$ cat src/core/supol_pkg.sv
package supol_pkg;
  // Register offsets (byte addresses, one 32-bit word each).
  localparam logic [7:0] ADDR_CTRL = 8'h00;
  localparam logic [7:0] ADDR_REF_CFG = 8'h04;
  localparam logic [7:0] ADDR_ALM_CFG = 8'h08;
  localparam logic [7:0] ADDR_ALM_THR = 8'h0c;
  localparam logic [7:0] ADDR_STATUS = 8'h10;
  localparam logic [7:0] ADDR_IRQ_STAT = 8'h14;
  localparam logic [7:0] ADDR_IRQ_MASK = 8'h18;
  localparam logic [7:0] ADDR_BATT_CMD = 8'h1c;
  // Control register fields.
  localparam int CTRL_EXT_TRIP = 0;
  localparam int CTRL_WD_LONG = 1;
  localparam int CTRL_WD_DIS = 2;
  localparam logic [2:0] CTRL_RESET = 3'h0;
  // Reference output config fields.
  localparam int REF_XTAL_EN = 0;
  localparam int REF_SEC_EN = 1;
  localparam logic [1:0] REF_RESET = 2'h0;
  // Interrupt status bits.
  localparam int IRQ_ALARM = 0;
  localparam int IRQ_BATT_LOW = 1;
  localparam int IRQ_RESET = 2;
  localparam int IRQ_W = 3;
  // Timing, in 32.768 kHz timebase ticks.
  localparam int CLK_HZ = 100000000;
  localparam int TICK_HZ = 32768;
  localparam int TICK_DIV = CLK_HZ / TICK_HZ;
  localparam int WD_SHORT_MS = 200;
  localparam int WD_LONG_MS = 1600;
  localparam int WD_SHORT_TICKS = WD_SHORT_MS * TICK_HZ / 1000;
  localparam int WD_LONG_TICKS = WD_LONG_MS * TICK_HZ / 1000;
  localparam int TEST_S = 1;
  localparam int TEST_TICKS = TEST_S * TICK_HZ;
  localparam int RESET_PULSE_TICKS = 6554;
  localparam int MEM_HOLD_TICKS = 33;
  typedef struct packed {
    logic [7:0] addr;
    logic [31:0] wdata;
    logic wr;
    logic rd;
  } supol_bus_t;
endpackage

$ cat src/core/supol_top.sv
// How it works
// - reference outputs driven only when enabled
// - alarm pin low on time match
// - alarm register access clears alarm pin
// - memory select passes outside reset, and while held after reset onset
// - held select ends on hold or release
// - internal threshold flags low battery by default
// - external threshold flags low battery when selected
// - reset pulses, held during supply/manual low
// - reset stretched after cause goes away
// - watchdog timeout asserts reset, two periods
// - watchdog clears on edges and reset
// - test strobe high one second, external
//
// Strobed register access and the register addresses were chosen for this implementation.
module supol_top
  import supol_pkg::*;
#(
  parameter int RESET_PULSE = RESET_PULSE_TICKS,
  parameter int WD_SHORT = WD_SHORT_TICKS,
  parameter int WD_LONG = WD_LONG_TICKS,
  parameter int TEST_LEN = TEST_TICKS,
  parameter int TICK_CYCLES = TICK_DIV
) (
  // Clock and reset.
  input wire logic clk,
  input wire logic rst_n,
  // Register port.
  input wire supol_bus_t bus,
  output logic [31:0] rdata,
  // Interrupt.
  output logic irq,
  // Supervisor inputs, asynchronous.
  input wire logic supply_low_in,
  input wire logic manual_reset_in_n,
  input wire logic watchdog_kick_in,
  // Memory chip select.
  input wire logic mem_select_in_n,
  output logic mem_select_out_n,
  // Battery test inputs, asynchronous comparator results.
  input wire logic internal_battery_threshold,
  input wire logic external_threshold_ref,
  // Time match from the calendar, same clock.
  input wire logic time_match,
  // Open-drain pull-down enables.
  output logic reset_pull_n,
  output logic alarm_out_n,
  output logic battery_low_n,
  // Push-pull outputs.
  output logic test_strobe,
  output logic crystal_freq_out,
  output logic seconds_pulse_out
);
  localparam int TW = 24;
  localparam int NSYNC = 6;

  // Three-stage synchronisers; a change counts when stages 2 and 3 agree.
  // Stages reset low, so the manual input reads as active until it is synced.
  // Reset therefore holds until every cause is known.
  logic [NSYNC-1:0] async_in;
  logic [NSYNC-1:0] s1_reg, s2_reg, s3_reg, clean_reg;
  assign async_in = {mem_select_in_n, external_threshold_ref, internal_battery_threshold,
                     watchdog_kick_in, manual_reset_in_n, supply_low_in};
  genvar g;
  generate
    for (g = 0; g < NSYNC; g++) begin : g_sync
      always_ff @(posedge clk or negedge rst_n) begin
        if (!rst_n) begin
          s1_reg[g] <= 1'b0;
          s2_reg[g] <= 1'b0;
          s3_reg[g] <= 1'b0;
          clean_reg[g] <= 1'b0;
        end else begin
          s1_reg[g] <= async_in[g];
          s2_reg[g] <= s1_reg[g];
          s3_reg[g] <= s2_reg[g];
          if (s2_reg[g] == s3_reg[g]) begin
            clean_reg[g] <= s3_reg[g];
          end
        end
      end
    end
  endgenerate
  wire supply_low = clean_reg[0];
  wire manual_low = ~clean_reg[1];
  wire wd_level = clean_reg[2];
  wire batt_int_low = clean_reg[3];
  wire batt_ext_low = clean_reg[4];
  wire sel_in_n = clean_reg[5];

  // Timebase tick at the oscillator rate.
  // The divider free-runs from reset; all timing below counts its ticks.
  logic [15:0] div_reg;
  logic tick;
  assign tick = (div_reg == 16'(TICK_CYCLES - 1));
  always_ff @(posedge clk or negedge rst_n) begin
    if (!rst_n) begin
      div_reg <= 16'h0000;
    end else begin
      div_reg <= tick ? 16'h0000 : div_reg + 16'h0001;
    end
  end

  // Reference waveforms: crystal rate square wave and 1 Hz.
  // Toggle points of the 1 Hz wave, at half and whole second in ticks.
  localparam logic [14:0] SEC_HALF = 15'(TICK_HZ / 2 - 1);
  localparam logic [14:0] SEC_FULL = 15'(TICK_HZ - 1);
  logic xtal_reg;
  logic [14:0] sec_cnt_reg;
  logic sec_reg;
  always_ff @(posedge clk or negedge rst_n) begin
    if (!rst_n) begin
      xtal_reg <= 1'b0;
      sec_cnt_reg <= 15'h0000;
      sec_reg <= 1'b0;
    end else begin
      if (div_reg == 16'(TICK_CYCLES / 2 - 1) || tick) begin
        xtal_reg <= ~xtal_reg;
      end
      if (tick) begin
        sec_cnt_reg <= sec_cnt_reg + 15'h0001;
        if (sec_cnt_reg == SEC_HALF || sec_cnt_reg == SEC_FULL) begin
          sec_reg <= ~sec_reg;
        end
      end
    end
  end

  // Register decode.
  // Alarm register accesses of either kind clear the alarm pin.
  wire wr_ctrl = bus.wr && bus.addr == ADDR_CTRL;
  wire wr_ref = bus.wr && bus.addr == ADDR_REF_CFG;
  wire acc_alm_cfg = (bus.wr || bus.rd) && bus.addr == ADDR_ALM_CFG;
  wire acc_alm_thr = (bus.wr || bus.rd) && bus.addr == ADDR_ALM_THR;
  wire rd_irq = bus.rd && bus.addr == ADDR_IRQ_STAT;
  wire wr_mask = bus.wr && bus.addr == ADDR_IRQ_MASK;
  wire wr_alm_cfg = bus.wr && bus.addr == ADDR_ALM_CFG;
  wire wr_alm_thr = bus.wr && bus.addr == ADDR_ALM_THR;
  wire batt_cmd = bus.wr && bus.addr == ADDR_BATT_CMD && bus.wdata[0];

  logic [2:0] ctrl_reg;
  logic [1:0] ref_reg;
  logic [7:0] alm_cfg_reg;
  logic [31:0] alm_thr_reg;
  logic [IRQ_W-1:0] mask_reg;
  always_ff @(posedge clk or negedge rst_n) begin
    if (!rst_n) begin
      ctrl_reg <= CTRL_RESET;
      ref_reg <= REF_RESET;
      alm_cfg_reg <= 8'h00;
      alm_thr_reg <= 32'h0000_0000;
      mask_reg <= '0;
    end else begin
      if (wr_ctrl) ctrl_reg <= bus.wdata[2:0];
      if (wr_ref) ref_reg <= bus.wdata[1:0];
      if (wr_alm_cfg) alm_cfg_reg <= bus.wdata[7:0];
      if (wr_alm_thr) alm_thr_reg <= bus.wdata;
      if (wr_mask) mask_reg <= bus.wdata[IRQ_W-1:0];
    end
  end

  // Reference outputs.
  assign crystal_freq_out = ref_reg[REF_XTAL_EN] & xtal_reg;
  assign seconds_pulse_out = ref_reg[REF_SEC_EN] & sec_reg;

  // Alarm latch: a match in the clearing cycle wins.
  logic alarm_reg;
  always_ff @(posedge clk or negedge rst_n) begin
    if (!rst_n) begin
      alarm_reg <= 1'b0;
    end else if (time_match) begin
      alarm_reg <= 1'b1;
    end else if (acc_alm_cfg || acc_alm_thr) begin
      alarm_reg <= 1'b0;
    end
  end
  assign alarm_out_n = ~alarm_reg;

  // Watchdog.
  // Disable keeps the counter at zero, so re-enabling starts a full timeout.
  logic wd_prev_reg;
  logic [TW-1:0] wd_cnt_reg;
  logic wd_fire;
  logic rst_active;
  wire wd_edge = wd_level ^ wd_prev_reg;
  wire [TW-1:0] wd_limit = ctrl_reg[CTRL_WD_LONG] ? TW'(WD_LONG) : TW'(WD_SHORT);
  assign wd_fire = !ctrl_reg[CTRL_WD_DIS] && tick && wd_cnt_reg >= wd_limit - TW'(1);
  always_ff @(posedge clk or negedge rst_n) begin
    if (!rst_n) begin
      wd_prev_reg <= 1'b0;
      wd_cnt_reg <= '0;
    end else begin
      wd_prev_reg <= wd_level;
      if (wd_edge || rst_active || ctrl_reg[CTRL_WD_DIS]) begin
        wd_cnt_reg <= '0;
      end else if (tick) begin
        wd_cnt_reg <= wd_cnt_reg + TW'(1);
      end
    end
  end

  // Reset generator: hold while a cause is present, then stretch.
  typedef enum logic [1:0] {RS_IDLE, RS_HOLD, RS_PULSE} supol_rst_t;
  // HOLD is the reset state, so the pin stays low until the synced causes clear.
  supol_rst_t rs_reg;
  logic [TW-1:0] rp_cnt_reg;
  wire cause = supply_low || manual_low;
  always_ff @(posedge clk or negedge rst_n) begin
    if (!rst_n) begin
      rs_reg <= RS_HOLD;
      rp_cnt_reg <= '0;
    end else begin
      case (rs_reg)
        RS_IDLE: begin
          if (cause) begin
            rs_reg <= RS_HOLD;
          end else if (wd_fire) begin
            rs_reg <= RS_PULSE;
            rp_cnt_reg <= '0;
          end
        end
        RS_HOLD: begin
          rp_cnt_reg <= '0;
          if (!cause) rs_reg <= RS_PULSE;
        end
        RS_PULSE: begin
          if (cause) begin
            rs_reg <= RS_HOLD;
          end else if (tick) begin
            if (rp_cnt_reg >= TW'(RESET_PULSE - 1)) begin
              rs_reg <= RS_IDLE;
            end
            rp_cnt_reg <= rp_cnt_reg + TW'(1);
          end
        end
        default: rs_reg <= RS_HOLD;
      endcase
    end
  end
  assign rst_active = (rs_reg != RS_IDLE);
  assign reset_pull_n = ~rst_active;

  // Memory select gating with hold after reset onset.
  logic rst_prev_reg;
  logic hold_reg;
  logic [TW-1:0] hold_cnt_reg;
  always_ff @(posedge clk or negedge rst_n) begin
    if (!rst_n) begin
      rst_prev_reg <= 1'b1;
      hold_reg <= 1'b0;
      hold_cnt_reg <= '0;
    end else begin
      rst_prev_reg <= rst_active;
      if (rst_active && !rst_prev_reg && !sel_in_n) begin
        hold_reg <= 1'b1;
        hold_cnt_reg <= '0;
      end else if (hold_reg) begin
        if (sel_in_n || !rst_active) begin
          hold_reg <= 1'b0;
        end else if (tick) begin
          if (hold_cnt_reg >= TW'(MEM_HOLD_TICKS - 1)) hold_reg <= 1'b0;
          hold_cnt_reg <= hold_cnt_reg + TW'(1);
        end
      end
    end
  end
  wire pass_sel = !sel_in_n && (!rst_active || hold_reg);
  // The onset term covers the cycle before hold_reg is loaded.
  logic sel_out_reg;
  always_ff @(posedge clk or negedge rst_n) begin
    if (!rst_n) begin
      sel_out_reg <= 1'b0;
    end else begin
      sel_out_reg <= pass_sel || (!sel_in_n && rst_active && !rst_prev_reg);
    end
  end
  assign mem_select_out_n = ~sel_out_reg;

  // Battery test: one second window, result sampled at its end.
  // A start request while a test runs is ignored.
  logic [TW-1:0] test_cnt_reg;
  logic testing_reg;
  logic batt_low_reg;
  wire test_done = testing_reg && tick && test_cnt_reg >= TW'(TEST_LEN - 1);
  wire batt_result = ctrl_reg[CTRL_EXT_TRIP] ? batt_ext_low : batt_int_low;
  always_ff @(posedge clk or negedge rst_n) begin
    if (!rst_n) begin
      testing_reg <= 1'b0;
      test_cnt_reg <= '0;
      batt_low_reg <= 1'b0;
    end else begin
      if (batt_cmd && !testing_reg) begin
        testing_reg <= 1'b1;
        test_cnt_reg <= '0;
      end else if (test_done) begin
        testing_reg <= 1'b0;
        batt_low_reg <= batt_result;
      end else if (testing_reg && tick) begin
        test_cnt_reg <= test_cnt_reg + TW'(1);
      end
    end
  end
  assign test_strobe = testing_reg && ctrl_reg[CTRL_EXT_TRIP];
  assign battery_low_n = ~batt_low_reg;

  // Interrupt status: sets win over read-clear.
  // Alarm and reset bits catch onsets only, so a held level sets once.
  logic [IRQ_W-1:0] irq_reg;
  logic [IRQ_W-1:0] irq_set;
  assign irq_set = {rst_active && !rst_prev_reg, test_done && batt_result,
                    time_match && !alarm_reg};
  always_ff @(posedge clk or negedge rst_n) begin
    if (!rst_n) begin
      irq_reg <= '0;
    end else begin
      irq_reg <= (rd_irq ? '0 : irq_reg) | irq_set;
    end
  end
  assign irq = |(irq_reg & mask_reg);

  // Read data, one cycle after the strobe.
  // Unmapped addresses read as zero.
  logic [31:0] rd_mux;
  always_comb begin
    rd_mux = 32'h0000_0000;
    case (bus.addr)
      ADDR_CTRL: rd_mux = {29'h0, ctrl_reg};
      ADDR_REF_CFG: rd_mux = {30'h0, ref_reg};
      ADDR_ALM_CFG: rd_mux = {24'h0, alm_cfg_reg};
      ADDR_ALM_THR: rd_mux = alm_thr_reg;
      ADDR_STATUS: rd_mux = {27'h0, testing_reg, batt_low_reg, hold_reg, alarm_reg, rst_active};
      ADDR_IRQ_STAT: rd_mux = {29'h0, irq_reg};
      ADDR_IRQ_MASK: rd_mux = {29'h0, mask_reg};
      default: rd_mux = 32'h0000_0000;
    endcase
  end
  always_ff @(posedge clk or negedge rst_n) begin
    if (!rst_n) begin
      rdata <= 32'h0000_0000;
    end else begin
      rdata <= bus.rd ? rd_mux : 32'h0000_0000;
    end
  end
endmodule

$ cat config.mk
export PLATFORM = sky130hd
export DESIGN_NAME = supol_top
export DESIGN_NICKNAME = d
export VERILOG_FILES = /design/src/core/supol_pkg.sv /design/src/core/supol_top.sv
export SDC_FILE = /design/constraint.sdc
export NUM_CORES = 1
export LEC_CHECK = 0
export BUFFER_PORTS_ARGS = -buffer_cell sky130_fd_sc_hd__buf_2
export CORE_MARGIN = 4
export CORE_UTILIZATION = 50
export DETAILED_ROUTE_END_ITERATION = 16
export PLACE_DENSITY_LB_ADDON = 0.3
export SYNTH_ARGS = -nofsm -noshare
export SYNTH_HDL_FRONTEND = slang
export SYNTH_SLANG_ARGS = --single-unit
$ cat constraint.sdc
create_clock -name clk -period 2.2 [get_ports clk]
set_input_delay 0.11 -clock clk [delete_from_list [all_inputs] [get_ports clk]]
set_output_delay 0.11 -clock clk [all_outputs]
set_load 0.01 [all_outputs]
==> impl_results.md <==
- Number of DRC markers after the initial detailed-route iteration: 700
- Slew Viols, Final: 0
- Combinational share of power: 6.7%
- Diode insertion count for antenna repair: 0
- Max-cap violations: 0
- Area used by multi-input combinational logic: 0.00524 mm²
- Placed cell area: 0.0124 mm²
- DR pass1 iterations: 5
- Final worst hold slack: 0.0305 ns
- Most used standard cells in the synthesized netlist: sky130_fd_sc_hd__dfrtp_1 (242), sky130_fd_sc_hd__nor2_1 (101), sky130_fd_sc_hd__nand2_1 (70), sky130_fd_sc_hd__xnor2_1 (51), sky130_fd_sc_hd__mux2_2 (50)
- Worst slew slack as a fraction of its limit: 38.1%
- Number of warnings issued by yosys: 0
- Peak per-stage delay on the critical path: between 0.5 and 0.6 ns
- Result of the run: finished with violations
- Placed Cells incl. Taps: 1420
- Count of nets after finishing: 1313
- Total global-route track usage: 21.1%
- Tightest Pin Transition: 0.921 ns
- Clock latency reported for the late side of the worst-skew pair: 0.53 ns
- Die X-Extent: 156 µm
- Total area of sequential cells: 0.00611 mm²
- Post-Route Setup TNS: -9.06 ns
- Chip height: 156 µm
- Net switching power: 2280 µW
- Peak supply drop: 0.749 mV
- Overall via count from detail_route: approximately 8500
- Master cell of the clock root buffer: sky130_fd_sc_hd__clkbuf_16
- Most Frequent Cell on Critical Path: sky130_fd_sc_hd__buf_6
- Setup repair after global routing missed its margin: true
- Cell-by-cell listing of the critical path: or4_4, buf_6, nor4_4, buf_4, nand4_1, buf_6, or3_4, a21oi_2
- Post-detailed-placement half-perimeter wirelength: 16.2 mm
- Worst path setup slack after routing: -0.242 ns
- Total number of clock tree sinks: 244
- Global route total overflow: 0
- Top post-synthesis cells by area: sky130_fd_sc_hd__dfrtp_1 (56%), sky130_fd_sc_hd__mux2_2 (5.2%), sky130_fd_sc_hd__xnor2_1 (4.1%)
- IO Count: 91
- Worst-case clock skew: 0.0163 ns
- Routed len/inst: 17.3 µm
- R2R cell count: 8
- Peak Freq: ~410 MHz
- Number of input and output port buffers inserted: 90
- CTS Buf Count: 26
- Maximum clock path buffer count: 3
- Final critical delay including setup and external delays: 2.44 ns
- Number of standard-cell rows in the floorplan: 53
- Sequential group share of total power: 44.7%
- Number of distinct library cells after synthesis: 54
- Synthesized flop and latch total: 244
- Final standard cell count with taps included and fillers excluded: 1537
- Total of endpoints with negative setup slack in the final report: 67
- Failing checks: setup timing
- Vias per cell: 5.55
- Clock tree from TritonCTS: built
- Switching part of the total: 21.9%
- Last weighted congestion value of the routability-driven placer: between 0.8 and 0.9
- Post-Syn Nets: 1079
- Static Leak: a little under 0.007 µW
- Leading register cell type out of synthesis: sky130_fd_sc_hd__dfrtp_1
- Clk pwr share: between 40% and 50%
- Global-route wire length before repair: 42.6 mm
- Filler instances: 1446
- Initial antenna violation count: 0
- Antenna-violating nets left: 0
- CP Data Arrival Time: 2.89 ns
- Clock transition at the registers of the reported paths: 0.06 ns
- Number of global-route vias before repair: 8495
- Core area: 0.0212 mm²
- Part of the Yosys area used for sequential elements: a little under three fifths
- Pwr/cell area: about 700 mW/mm²
- Element type at the critical path end: flop
- Largest area contributor in the synthesized netlist: sky130_fd_sc_hd__dfrtp_1
- Most used standard cell by instance count after synthesis: sky130_fd_sc_hd__dfrtp_1
- Maximum number of pins on one net before global-route repair: 71
- Area delta synth->final: 34.9%
- Final Hold Violating Endpoints: 0
- Worst Hold Path Cells: 3
- Min-delay worst type: in -> reg
- Cell count after synthesis: approximately 1000
- Critical path start-end classification: reg -> reg
- Deepest level of the CTS H-tree: 1
- Mean post-synth cell area: between 10 and 15 µm²
- Final WL: 26.6 mm
- Post-synth design cell area: 0.0109 mm²
- Period Utilization, post-route: 111%
- Post-layout instance area: 0.0147 mm²
- Top-area cell type share of the netlist area: 55.5%
- Layout cell share with drive strength beyond 1: 31.1%
- Internal Pwr Total: about 8200 µW
- Post-synth EDFFs: 0
- Required @ worst endpoint: 2.64 ns
- Initial core utilization: 51.4%
- CP Max Fanout: 6
- Async set-or-reset flop fraction in the synthesized netlist: 100%
- Launching element type of the critical path: flop
- Max stage delay cell, worst path: sky130_fd_sc_hd__or4_4
- Die ar.: approximately 0.024 mm²
- DRC violations left: 0
power groups by stage:
stage                     clock network [µW]  logic [µW]  registers, µW
final                                   5070         700           4670
after global routing                    5330         768           4680
after CTS                               5150         673           4670
after detailed placement                   0         560           4750
after global placement                     0         547           4740
after floorplan                            0         276           4730
cell families after synthesis:
group,count (synthesis),synth area share (%)
buffers and inverters,66,2.31
AOI/OAI and AO/OA,133,7.38
adders and majority gates,26,2.85
DFF,244,56.0
muxes,59,5.99
and+or+nand+nor,410,19.9
xor gates and xnor gates,70,5.62
what timing repair did:
action,in CTS,in global routing
endpoints found under the hold margin,126,0
buffers inserted,16,8
hold buffers,42,0
pin swaps,44,32
resized for setup,65,71
endpoints found under the setup margin,70,93
cloned,6,3
per-layer routing:
metal  up-vias  global-route usage (%)  part of all wire (%)
met5         -                       0                     0
met4         0                    6.67                   2.4
met2       217                    34.1                    50
met1      4202                    29.9                    44
met3        57                    2.72                   4.3
li1       4048                       -                     -
metrics by stage:
stage | utilization [%] | total power, µW | setup slack (ns)
floorplan | - | 5010 | -0.294
global placement | 58.4 | 5290 | -0.285
detailed placement | 58.4 | 5310 | -0.320
CTS | 67.6 | 10500 | -0.237
global route | 69.3 | 10800 | -0.331
finish | 69.3 | 10400 | -0.242
final timing paths:
check,start,end,slack [ns]
max,div_reg[12]$_DFF_PN0_,wd_cnt_reg[8]$_DFFE_PN0P_,-0.24
min,bus[1],ref_reg[1]$_DFFE_PN0P_,0.03
max reg2reg,div_reg[12]$_DFF_PN0_,wd_cnt_reg[8]$_DFFE_PN0P_,-0.24
min reg2reg,s1_reg[1]$_DFF_PN0_,s2_reg[1]$_DFF_PN0_,0.35
max in group asynchronous,rst_n,rdata[2]$_DFF_PN0_,1.31
min in group asynchronous,rst_n,wd_cnt_reg[23]$_DFFE_PN0P_,0.14
area by class of cell:
class	count	area share, %
Sequential cell	244	41.5
Timing Repair Buffer	236	12.8
Clock buffer	33	4.95
Tap cell	275	2.34
Multi-Input combinational cell	701	35.6
Clock inverter	15	1.91
Inverter	33	0.859
critical path: cells and delay by family (launching register included):
| family | cells | cell delay, ns |
|---|---|---|
| AO/OA/AOI/OAI | 1 | 0.11 |
| buffers and inverters | 3 | 0.55 |
| AND/OR/NAND/NOR | 4 | 1.32 |
| flip-flops | 1 | 0.39 |
placed cells by master (no fill, tap or decap), types with 31 or more instances in the layout:
cell / Yosys / layout
sky130_fd_sc_hd__inv_1: 33 / 31
sky130_fd_sc_hd__buf_4: 0 / 79
sky130_fd_sc_hd__buf_2: 3 / 89
sky130_fd_sc_hd__nand3_1: 40 / 37
sky130_fd_sc_hd__dlygate4sd3_1: 0 / 42
sky130_fd_sc_hd__xnor2_1: 51 / 49
sky130_fd_sc_hd__nand2_1: 70 / 67
sky130_fd_sc_hd__nor2_1: 101 / 96
sky130_fd_sc_hd__dfrtp_1: 242 / 240
sky130_fd_sc_hd__mux2_2: 50 / 50
Power figures use the tool's default switching activity.
